`src/core/sdc_pkg.sv`:
```
// constants for the step/direction input and configuration block
package sdc_pkg;
	// ----------------------------------------------------------------
	// clock and timing
	// ----------------------------------------------------------------
	localparam int CLK_MHZ          = 125;
	localparam int AUTOID_WINDOW_MS = 1000;
	localparam int AUTOID_CYCLES    = AUTOID_WINDOW_MS * 1000 * CLK_MHZ;
	localparam int AUTOID_CNT_W     = 28;

	// ----------------------------------------------------------------
	// switch fields and limits
	// ----------------------------------------------------------------
	localparam int         MSTEP_SEL_W   = 4;
	localparam int         CUR_SEL_W     = 3;
	localparam int         MSTEP_W       = 17;
	localparam int         CUR_W         = 7;
	localparam logic [16:0] MSTEP_MAX    = 17'h00200;
	localparam logic [6:0]  CUR_MIN_DA   = 7'h05;
	localparam logic [6:0]  CUR_MAX_DA   = 7'h38;
	localparam logic [16:0] SW_MSTEP_RST = 17'h00001;
	localparam logic [6:0]  SW_CUR_RST   = 7'h05;

	// microstep per revolution divisor from switch index (0 = software)
	function automatic logic [16:0] mstep_lookup(input logic [3:0] idx);
		logic [16:0] r;
		r = 17'h00000;
		case (idx)
			4'h1: r = 17'h00002;
			4'h2: r = 17'h00004;
			4'h3: r = 17'h00008;
			4'h4: r = 17'h00010;
			4'h5: r = 17'h00020;
			4'h6: r = 17'h00040;
			4'h7: r = 17'h00080;
			4'h8: r = 17'h00005;
			4'h9: r = 17'h0000A;
			4'hA: r = 17'h00014;
			4'hB: r = 17'h00019;
			4'hC: r = 17'h00028;
			4'hD: r = 17'h00032;
			4'hE: r = 17'h00064;
			4'hF: r = 17'h0007D;
			default: r = 17'h00000;
		endcase
		return r;
	endfunction

	// peak current in tenths of an amp from switch code (0 = software)
	function automatic logic [6:0] cur_lookup(input logic [2:0] code);
		logic [6:0] r;
		r = 7'h00;
		case (code)
			3'h1: r = 7'h15;
			3'h2: r = 7'h1B;
			3'h3: r = 7'h20;
			3'h4: r = 7'h26;
			3'h5: r = 7'h2B;
			3'h6: r = 7'h31;
			3'h7: r = 7'h38;
			default: r = 7'h00;
		endcase
		return r;
	endfunction
endpackage

```
`src/core/sdc_autoid.sv`:
```
// double-toggle detector that requests motor auto-identification
`timescale 1ns/10ps
module sdc_autoid #(
	parameter int WINDOW_CYCLES = sdc_pkg::AUTOID_CYCLES
) (
	// clock and reset
	input  wire logic mclk_i,
	input  wire logic reset_n_i,
	// trigger switch
	input  wire logic trig_sw_i,
	// request pulse
	output logic      start_o
);
	typedef struct packed {
		logic                                trig_q;
		logic                                seeded;
		logic                                armed;
		logic [sdc_pkg::AUTOID_CNT_W-1:0]    cnt;
		logic                                start;
	} sdc_aid_st_t;

	sdc_aid_st_t st;
	sdc_aid_st_t next_st;
	logic        toggled;

	// first sample after reset only seeds the history, no false toggle
	assign toggled = st.seeded && (trig_sw_i != st.trig_q);

	always_comb begin
		next_st        = st;
		next_st.trig_q = trig_sw_i;
		next_st.seeded = 1'b1;
		next_st.start  = 1'b0;
		if (st.armed) begin
			if (st.cnt == sdc_pkg::AUTOID_CNT_W'(WINDOW_CYCLES - 1)) begin
				next_st.armed = 1'b0;
			end else begin
				next_st.cnt = st.cnt + sdc_pkg::AUTOID_CNT_W'(1);
			end
		end
		// second change in window
		if (toggled) begin
			if (st.armed) begin
				next_st.start = 1'b1;
				next_st.armed = 1'b0;
			end else begin
				next_st.armed = 1'b1;
				next_st.cnt   = '0;
			end
		end
	end

	always_ff @(posedge mclk_i or negedge reset_n_i) begin
		if (!reset_n_i) begin
			st <= '0;
		end else begin
			st <= next_st;
		end
	end

	assign start_o = st.start;
endmodule

```
`src/core/sdc_top.sv`:
```
// step/direction command input and switch configuration of a stepper drive
`timescale 1ns/10ps
// Operation
// one microstep per selected step edge
// dual-pulse: step input is clockwise pulses
// direction level chooses rotation in step-direction
// dual-pulse: direction input is counter-clockwise
// controller keeps pulses above minimum width
// controller sets direction before step edge
// enable polarity by source, open means enabled
// software limits microsteps and current range
// switches five-eight pick microstep index
// switches one-three pick peak current
// two trigger toggles in one second
// controller limits step rate to maximum
// both fields default use software config
module sdc_top #(
	parameter int AUTOID_CYCLES = sdc_pkg::AUTOID_CYCLES
) (
	// clock and reset
	input  wire logic        mclk_i,
	input  wire logic        reset_n_i,
	// command inputs from the motion controller
	input  wire logic        step_pulse_in_i,
	input  wire logic        direction_in_i,
	input  wire logic        drive_enable_in_i,
	// software configuration
	input  wire logic        cfg_dual_pulse_i,
	input  wire logic        cfg_step_falling_i,
	input  wire logic        cfg_cw_active_low_i,
	input  wire logic        cfg_ccw_active_low_i,
	input  wire logic        cfg_enable_active_low_i,
	input  wire logic [16:0] sw_mstep_i,
	input  wire logic [6:0]  sw_current_i,
	input  wire logic        sw_cfg_load_i,
	// switch bank
	input  wire logic        current_sel_bit0_i,
	input  wire logic        current_sel_bit1_i,
	input  wire logic        current_sel_bit2_i,
	input  wire logic        microstep_sel_bit0_i,
	input  wire logic        microstep_sel_bit1_i,
	input  wire logic        microstep_sel_bit2_i,
	input  wire logic        microstep_sel_bit3_i,
	input  wire logic        autoid_sw_i,
	// motion commands
	output logic             step_o,
	output logic             step_dir_ccw_o,
	output logic             drive_enabled_o,
	// active configuration
	output logic [16:0]      mstep_o,
	output logic [6:0]       current_o,
	output logic             sw_mode_o,
	output logic             cfg_reject_o,
	output logic             autoid_start_o
);
	// ----------------------------------------------------------------
	// state
	// ----------------------------------------------------------------
	typedef struct packed {
		logic        step_q;
		logic        dir_q;
		logic        seeded;
		logic        step;
		logic        dir_ccw;
		logic        enabled;
		logic [16:0] sw_mstep;
		logic [6:0]  sw_cur;
		logic [16:0] mstep;
		logic [6:0]  cur;
		logic        sw_mode;
		logic        reject;
		logic        autoid;
	} sdc_st_t;

	sdc_st_t     st;
	sdc_st_t     next_st;
	logic        autoid_pulse;
	logic [3:0]  mstep_idx;
	logic [2:0]  cur_code;
	logic        cw_edge;
	logic        ccw_edge;
	logic        dir_mode_step;
	logic        sw_cfg_ok;

	// ----------------------------------------------------------------
	// helpers
	// ----------------------------------------------------------------
	// selected edge of the step input in step-direction mode
	function automatic logic sel_edge(input logic now, input logic prev, input logic falling);
		if (falling) begin
			return prev && !now;
		end
		return !prev && now;
	endfunction

	// entry into the active level of a pulse train; both samples use the
	// present polarity, so flipping polarity on an idle line is no edge
	function automatic logic train_edge(input logic now, input logic prev, input logic act_low);
		return (now ^ act_low) && !(prev ^ act_low);
	endfunction

	// one range test for both values, so a load lands whole or not at all
	function automatic logic cfg_in_range(input logic [16:0] m, input logic [6:0] c);
		return (m != 17'h00000) && (m <= sdc_pkg::MSTEP_MAX) &&
		       (c >= sdc_pkg::CUR_MIN_DA) && (c <= sdc_pkg::CUR_MAX_DA);
	endfunction

	// ----------------------------------------------------------------
	// switch decode
	// ----------------------------------------------------------------
	// off counts one, position five lsb
	assign mstep_idx = ~{microstep_sel_bit3_i, microstep_sel_bit2_i,
	                     microstep_sel_bit1_i, microstep_sel_bit0_i};
	// on counts one, position one lsb
	assign cur_code  = {current_sel_bit2_i, current_sel_bit1_i, current_sel_bit0_i};

	// dual-pulse trains, step-direction edge and the load range test
	assign cw_edge       = train_edge(step_pulse_in_i, st.step_q, cfg_cw_active_low_i);
	assign ccw_edge      = train_edge(direction_in_i, st.dir_q, cfg_ccw_active_low_i);
	assign dir_mode_step = sel_edge(step_pulse_in_i, st.step_q, cfg_step_falling_i);
	assign sw_cfg_ok     = cfg_in_range(sw_mstep_i, sw_current_i);

	sdc_autoid #(
		.WINDOW_CYCLES(AUTOID_CYCLES)
	) u_autoid (
		.mclk_i   (mclk_i),
		.reset_n_i(reset_n_i),
		.trig_sw_i(autoid_sw_i),
		.start_o  (autoid_pulse)
	);

	// ----------------------------------------------------------------
	// next state
	// ----------------------------------------------------------------
	always_comb begin
		next_st        = st;
		next_st.step_q = step_pulse_in_i;
		next_st.dir_q  = direction_in_i;
		next_st.seeded = 1'b1;
		next_st.step   = 1'b0;
		next_st.reject = 1'b0;
		next_st.autoid = autoid_pulse;

		// polarity set by source type
		next_st.enabled = drive_enable_in_i ^ cfg_enable_active_low_i;

		if (!cfg_dual_pulse_i) begin
			// direction level picks rotation
			next_st.dir_ccw = direction_in_i;
			// selected edge gives one step
			// edges closer than two clocks merge; minimum pulse width keeps them apart
			if (st.seeded && st.enabled) begin
				next_st.step = dir_mode_step;
			end
		end else if (st.seeded && st.enabled) begin
			// clockwise train on step input
			// coincident edges: clockwise wins and the other edge is lost
			if (cw_edge) begin
				next_st.step    = 1'b1;
				next_st.dir_ccw = 1'b0;
			// counter-clockwise train on direction input
			end else if (ccw_edge) begin
				next_st.step    = 1'b1;
				next_st.dir_ccw = 1'b1;
			end
		end

		// software values range-checked, out of range refused
		if (sw_cfg_load_i) begin
			// a refused load keeps the previous pair in force
			if (!sw_cfg_ok) begin
				next_st.reject = 1'b1;
			end else begin
				next_st.sw_mstep = sw_mstep_i;
				next_st.sw_cur   = sw_current_i;
			end
		end

		// default fields fall back to software values
		next_st.sw_mode = (mstep_idx == '0) && (cur_code == '0);
		if (mstep_idx == '0) begin
			next_st.mstep = st.sw_mstep;
		end else begin
			// index selects microsteps
			next_st.mstep = sdc_pkg::mstep_lookup(mstep_idx);
		end
		if (cur_code == '0) begin
			next_st.cur = st.sw_cur;
		end else begin
			// code selects peak current
			next_st.cur = sdc_pkg::cur_lookup(cur_code);
		end
	end

	// ----------------------------------------------------------------
	// registers
	// ----------------------------------------------------------------
	always_ff @(posedge mclk_i or negedge reset_n_i) begin
		if (!reset_n_i) begin
			// drive wakes at full step and minimum current until loaded or a switch field is set
			st          <= '0;
			st.sw_mstep <= sdc_pkg::SW_MSTEP_RST;
			st.sw_cur   <= sdc_pkg::SW_CUR_RST;
			st.mstep    <= sdc_pkg::SW_MSTEP_RST;
			st.cur      <= sdc_pkg::SW_CUR_RST;
		end else begin
			st <= next_st;
		end
	end

	// ----------------------------------------------------------------
	// outputs
	// ----------------------------------------------------------------
	assign step_o          = st.step;
	assign step_dir_ccw_o  = st.dir_ccw;
	assign drive_enabled_o = st.enabled;
	assign mstep_o         = st.mstep;
	assign current_o       = st.cur;
	assign sw_mode_o       = st.sw_mode;
	assign cfg_reject_o    = st.reject;
	assign autoid_start_o  = st.autoid;
endmodule

```
`config.mk`:
```
export PLATFORM = sky130hd
export DESIGN_NAME = sdc_top
export DESIGN_NICKNAME = d
export VERILOG_FILES = /design/src/core/sdc_pkg.sv /design/src/core/sdc_autoid.sv /design/src/core/sdc_top.sv
export SDC_FILE = /design/constraint.sdc
export NUM_CORES = 1
export LEC_CHECK = 0
export ABC_CLOCK_PERIOD_IN_PS = 2700
export BUFFER_PORTS_ARGS = -buffer_cell sky130_fd_sc_hd__clkbuf_2
export CELL_PAD_IN_SITES_DETAIL_PLACEMENT = 1
export CELL_PAD_IN_SITES_GLOBAL_PLACEMENT = 1
export CORE_MARGIN = 2
export CORE_UTILIZATION = 47
export DETAILED_ROUTE_END_ITERATION = 8
export GPL_TIMING_DRIVEN = 1
export MAX_ROUTING_LAYER = met4
export PLACE_DENSITY = 0.81
export SLEW_MARGIN = 10
export SYNTH_ARGS = -nofsm -noshare
export SYNTH_HDL_FRONTEND = slang
export SYNTH_HIERARCHICAL = 1
export SYNTH_SLANG_ARGS = --single-unit
```
`constraint.sdc`:
```
create_clock -name mclk_i -period 2.7 [get_ports mclk_i]
set_clock_uncertainty 0.05 [all_clocks]
set_input_delay 0.27 -clock mclk_i [delete_from_list [all_inputs] [get_ports mclk_i]]
set_output_delay 0.27 -clock mclk_i [all_outputs]
set_load 0.05 [all_outputs]
```
==> run summary <==
The final setup violation count is 0. The path category of the worst min-delay check is input pin to flip-flop. The element type at the critical path end is a flip-flop. For the pin with the worst max-slew slack, the measured transition is 570.9 ps.

Timing would allow up to 0.4754 GHz. The initial standard-cell utilization of the core is 49.03%. The final period demand of the worst path is 2103 ps.

The clock net in this run drives a total of 89 sinks. The number of global-route vias before repair is 3375. The floorplan step defined a die boundary enclosing 0.009970 mm^2. The number of I/O port buffers is 72. The minimum setup slack in the final design came out at 596.5 ps. The sequential area share after synthesis is 51.75%. The unique cell type count in the Yosys netlist came out at 56. The H-tree level count came out at 3. Summing all placed instances gives a cell area of 0.004569 mm^2.

The mapped cell area is 0.004318 mm^2. The required time at the worst-slack endpoint came out at 2940 ps. The maximum ir drop on the vdd rail is 0.3080 mV. In this run the power density over the cells is 585.8 mW/mm^2. Setup repair after global routing left no endpoint under its margin. The wire-length estimate of the detail-placed layout is 7.234 mm. The number of synthesized flops with an enable pin is 0.

The clock transition time at the flip-flop clock pins of the worst setup and hold paths is 100 ps. The die is 99.85 um tall. The final-report hold violation count was 0. In this run the static leakage power is 2.261 nW. The run finished with clean final reports. Counting every net in the synthesized netlist gives 453. At the end of routability-driven placement, the weighted congestion stood at 0.8996. Counting flops with an async set or reset pin after synthesis yields a share of 100.0%. Counting every instance in the synthesized netlist gives 405. The signed area change from the synthesized netlist to the final layout came out at 11.24%. The number of post-CTS setup repair buffers is 0. In this run the remaining antenna-violating nets after routing total 0. Sorting the synthesized cells by area gives the leading types as sky130_fd_sc_hd__dfrtp_1, sky130_fd_sc_hd__buf_4, sky130_fd_sc_hd__dfstp_2. The tree is rooted in a sky130_fd_sc_hd__clkbuf_8.

The buffering stage count on the worst path with inverters included came out at 0. The total net switching power is 0.0008367 W. The cell type contributing the most total cell area after synthesis is sky130_fd_sc_hd__dfrtp_1. The number of antenna diodes in the final layout is 0. The Yosys step of the flow raised 6 warnings. The count of pins over their slew limit is 0.

The initialized floorplan defines 34 standard-cell rows. Dividing the detail-routed wire length by the instance count gives 17.98 um. The final cycle utilization of the critical path is 77.91%.

The clock network is responsible for 33.0% of the overall power. No sink is reached through more buffers than the 2 on the longest clock path. Global routing finished with a remaining overflow of 0. The number of top-level pins came out at 73.

The longest individual stage delay on the worst path came out at 640 ps. The largest delay contributor family on the critical path is simple AND/OR/NAND/NOR gates. Measured against its own limit, the worst slew margin works out to 61.94%. Adding up every negative setup slack in the final design gives 0 ps. Cells with a size suffix above 1 make up 25.93% of the layout. The total global routing track utilization is 22.44%. Data arrives at the worst endpoint at 2350 ps. The type of the worst setup path is flip-flop to flip-flop. The net switching share of the total power is 29.74%. The total vias in the final route came out at 3227. In this run the horizontal extent of the chip is 99.85 um. The worst setup path is launched from a flip-flop. The number of nets in the layout is 502. The CTS buffer count came out at 9. The max-capacitance violation count came out at 0. The area share of the largest cell type after synthesis is 48.10%. Of all nets on the critical path, the largest fanout is 7.

In this run, synthesis produced a sequential element count of 89. The number of antenna violations at the first check in global routing came out at 0. The design area came out at 0.004803 mm^2.

The floorplan step defined a core boundary enclosing 0.008806 mm^2. The largest net degree at the start of global routing is 49. The cell that appears most often on the critical path is sky130_fd_sc_hd__nand3_1. The via density per instance came out at 5.691. The part of the total power dissipated in combinational logic is 15.1%. Walking the worst path, the cells encountered are ha_1, nand3_1, or4_1, or3_1, nand3_1. The post-detailed-routing wire length is 10.20 mm.

The post-route DRC violation count came out at 0. The internal cell power came out at 0.001977 W. The number of iterations in the first detailed-routing pass is 4.

The CTS tree is built. The DRC violation total after the first TritonRoute iteration is 123. The wire length of the first global-routing pass came out at 16.99 mm. The share of total power dissipated in sequential elements is 52.0%. OpenSTA, run right after detailed placement, puts the worst setup slack at 547.3 ps.

Each instance of the synthesized netlist takes up on average 10.66 um^2. The latest clock arrival within the worst-skew pair is 370 ps. For this design, the slowest cell found on the critical path is sky130_fd_sc_hd__or4_1. The most used flip-flop cell after synthesis is sky130_fd_sc_hd__dfrtp_1.
==> cell type report <==
class	count	area [um^2]
multi-input combinational	263	1753
inverter	11	41.29
tap	108	135.1
clock inverter	5	62.56
clock buffer	11	131.4
sequential	89	2235
timing repair buffer	80	445.4
fill	978	4003
==> Yosys cell counts, types with 3 or more instances <==
cell / count
sky130_fd_sc_hd__mux2_4: 10
sky130_fd_sc_hd__nand2b_1: 3
sky130_fd_sc_hd__nor3_1: 4
sky130_fd_sc_hd__xor2_1: 4
sky130_fd_sc_hd__a21oi_1: 25
sky130_fd_sc_hd__nand3_1: 14
sky130_fd_sc_hd__or4_1: 12
sky130_fd_sc_hd__inv_1: 11
sky130_fd_sc_hd__nand3b_1: 3
sky130_fd_sc_hd__o21ai_0: 18
sky130_fd_sc_hd__dfstp_2: 6
sky130_fd_sc_hd__or3_1: 12
sky130_fd_sc_hd__buf_4: 24
sky130_fd_sc_hd__nor4_1: 5
sky130_fd_sc_hd__dfrtp_1: 83
sky130_fd_sc_hd__a211oi_1: 3
sky130_fd_sc_hd__nor4b_1: 3
sky130_fd_sc_hd__ha_1: 5
sky130_fd_sc_hd__mux2i_1: 4
sky130_fd_sc_hd__a31o_2: 3
sky130_fd_sc_hd__o211ai_1: 3
sky130_fd_sc_hd__o31ai_1: 9
sky130_fd_sc_hd__clkbuf_1: 12
sky130_fd_sc_hd__and2_1: 14
sky130_fd_sc_hd__nor2_1: 23
sky130_fd_sc_hd__mux2_2: 4
sky130_fd_sc_hd__nor2b_1: 10
sky130_fd_sc_hd__nand4_1: 10
sky130_fd_sc_hd__and3_1: 7
sky130_fd_sc_hd__nand2_1: 24
sky130_fd_sc_hd__and4_1: 3
sky130_fd_sc_hd__buf_6: 3
==> repair_timing <==
action                                  4_1_cts  5_1_grt
hold buffers                                  3        1
resized for setup                             0        0
endpoints found under the hold margin        41        1
endpoints found under the setup margin        0        0
==> state kept, by name, indices dropped and copies added (netlist names) <==
name / count
autoid_start_o: 1
cfg_reject_o: 1
current_o: 7
drive_enabled_o: 1
mstep_o: 17
st: 27
step_dir_ccw_o: 1
step_o: 1
sw_mode_o: 1
u_autoid/st: 31
u_autoid/start_o: 1
==> power by group through the flow <==
stage / clock (W) / sequential (W) / combinational, W
4_1_cts: 0.000952 / 0.00146 / 0.000426
3_3_place_gp: 0 / 0.00148 / 0.000403
5_1_grt: 0.00102 / 0.00147 / 0.000466
6_report: 0.000927 / 0.00146 / 0.000424
2_1_floorplan: 0 / 0.00149 / 0.000275
3_5_place_dp: 0 / 0.00149 / 0.000419
==> layer usage <==
metal / GRT usage (%) / wire (um) / up-vias
li1: - / - / 1521
met3: 5.362 / 301 / 19
met1: 27.81 / 4581 / 1612
met4: 7.903 / 250 / 0
met2: 36.28 / 5065 / 75
met5: - / 0 / -
==> kinds of logic (layout without fill, tap and decap cells) <==
kind of cell / after synthesis / in the layout / share of synthesized area [%]
AO/OA/AOI/OAI: 76 / 76 / 11.10
XOR/XNOR: 6 / 6 / 1.217
adder cells (fa/ha/maj): 5 / 5 / 1.449
buffers and inverters: 53 / 107 / 7.650
flip-flops: 89 / 89 / 51.75
multiplexers: 20 / 20 / 5.969
other: 2 / 2 / 0.1739
AND/OR/NAND/NOR: 154 / 154 / 20.69
==> through the flow <==
step,utilization [%],total power (W),instances,hold WS (ps)
floorplan,-,0.001764,405,-75.59
global placement,51.89,0.001887,547,251.2
detailed placement,51.89,0.001910,547,255.1
CTS,54.43,0.002841,566,3.486
global route,54.55,0.002959,567,0.04188
finish,54.55,0.002814,567,37.71
==> cells in the final DEF (no fill, tap or decap), types with 11 or more instances in the layout <==
cell type                  synthesis  final
sky130_fd_sc_hd__dfrtp_1          83     83
sky130_fd_sc_hd__clkbuf_2          0     71
sky130_fd_sc_hd__a21oi_1          25     25
sky130_fd_sc_hd__nand2_1          24     24
sky130_fd_sc_hd__nor2_1           23     23
sky130_fd_sc_hd__o21ai_0          18     18
sky130_fd_sc_hd__and2_1           14     14
sky130_fd_sc_hd__nand3_1          14     14
sky130_fd_sc_hd__or3_1            12     12
sky130_fd_sc_hd__or4_1            12     12
sky130_fd_sc_hd__inv_1            11     11
==> worst register-to-register path: stages, from the launching register on <==
cell,delay (ps)
sky130_fd_sc_hd__dfrtp_1,420
sky130_fd_sc_hd__ha_1,250
sky130_fd_sc_hd__nand3_1,140
sky130_fd_sc_hd__or4_1,640
sky130_fd_sc_hd__or3_1,430
sky130_fd_sc_hd__nand3_1,90
==> final timing paths <==
| path | startpoint | end | slack (ps) | cells past startpoint |
|---|---|---|---|---|
| max | u_autoid/st[2]$_DFF_PN0_ | u_autoid/st[6]$_DFF_PN0_ | 600 | 5 |
| min | drive_enable_in_i | drive_enabled_o$_DFF_PN0_ | 40 | 2 |
| max reg2reg | u_autoid/st[2]$_DFF_PN0_ | u_autoid/st[6]$_DFF_PN0_ | 600 | 5 |
| min reg2reg | u_autoid/start_o$_DFF_PN0_ | autoid_start_o$_DFF_PN0_ | 310 | 0 |
| max in group asynchronous | reset_n_i | current_o[0]$_DFF_PN1_ | 1490 | 3 |
| min in group asynchronous | reset_n_i | autoid_start_o$_DFF_PN0_ | 380 | 2 |
(Power assumes the default switching activity.)
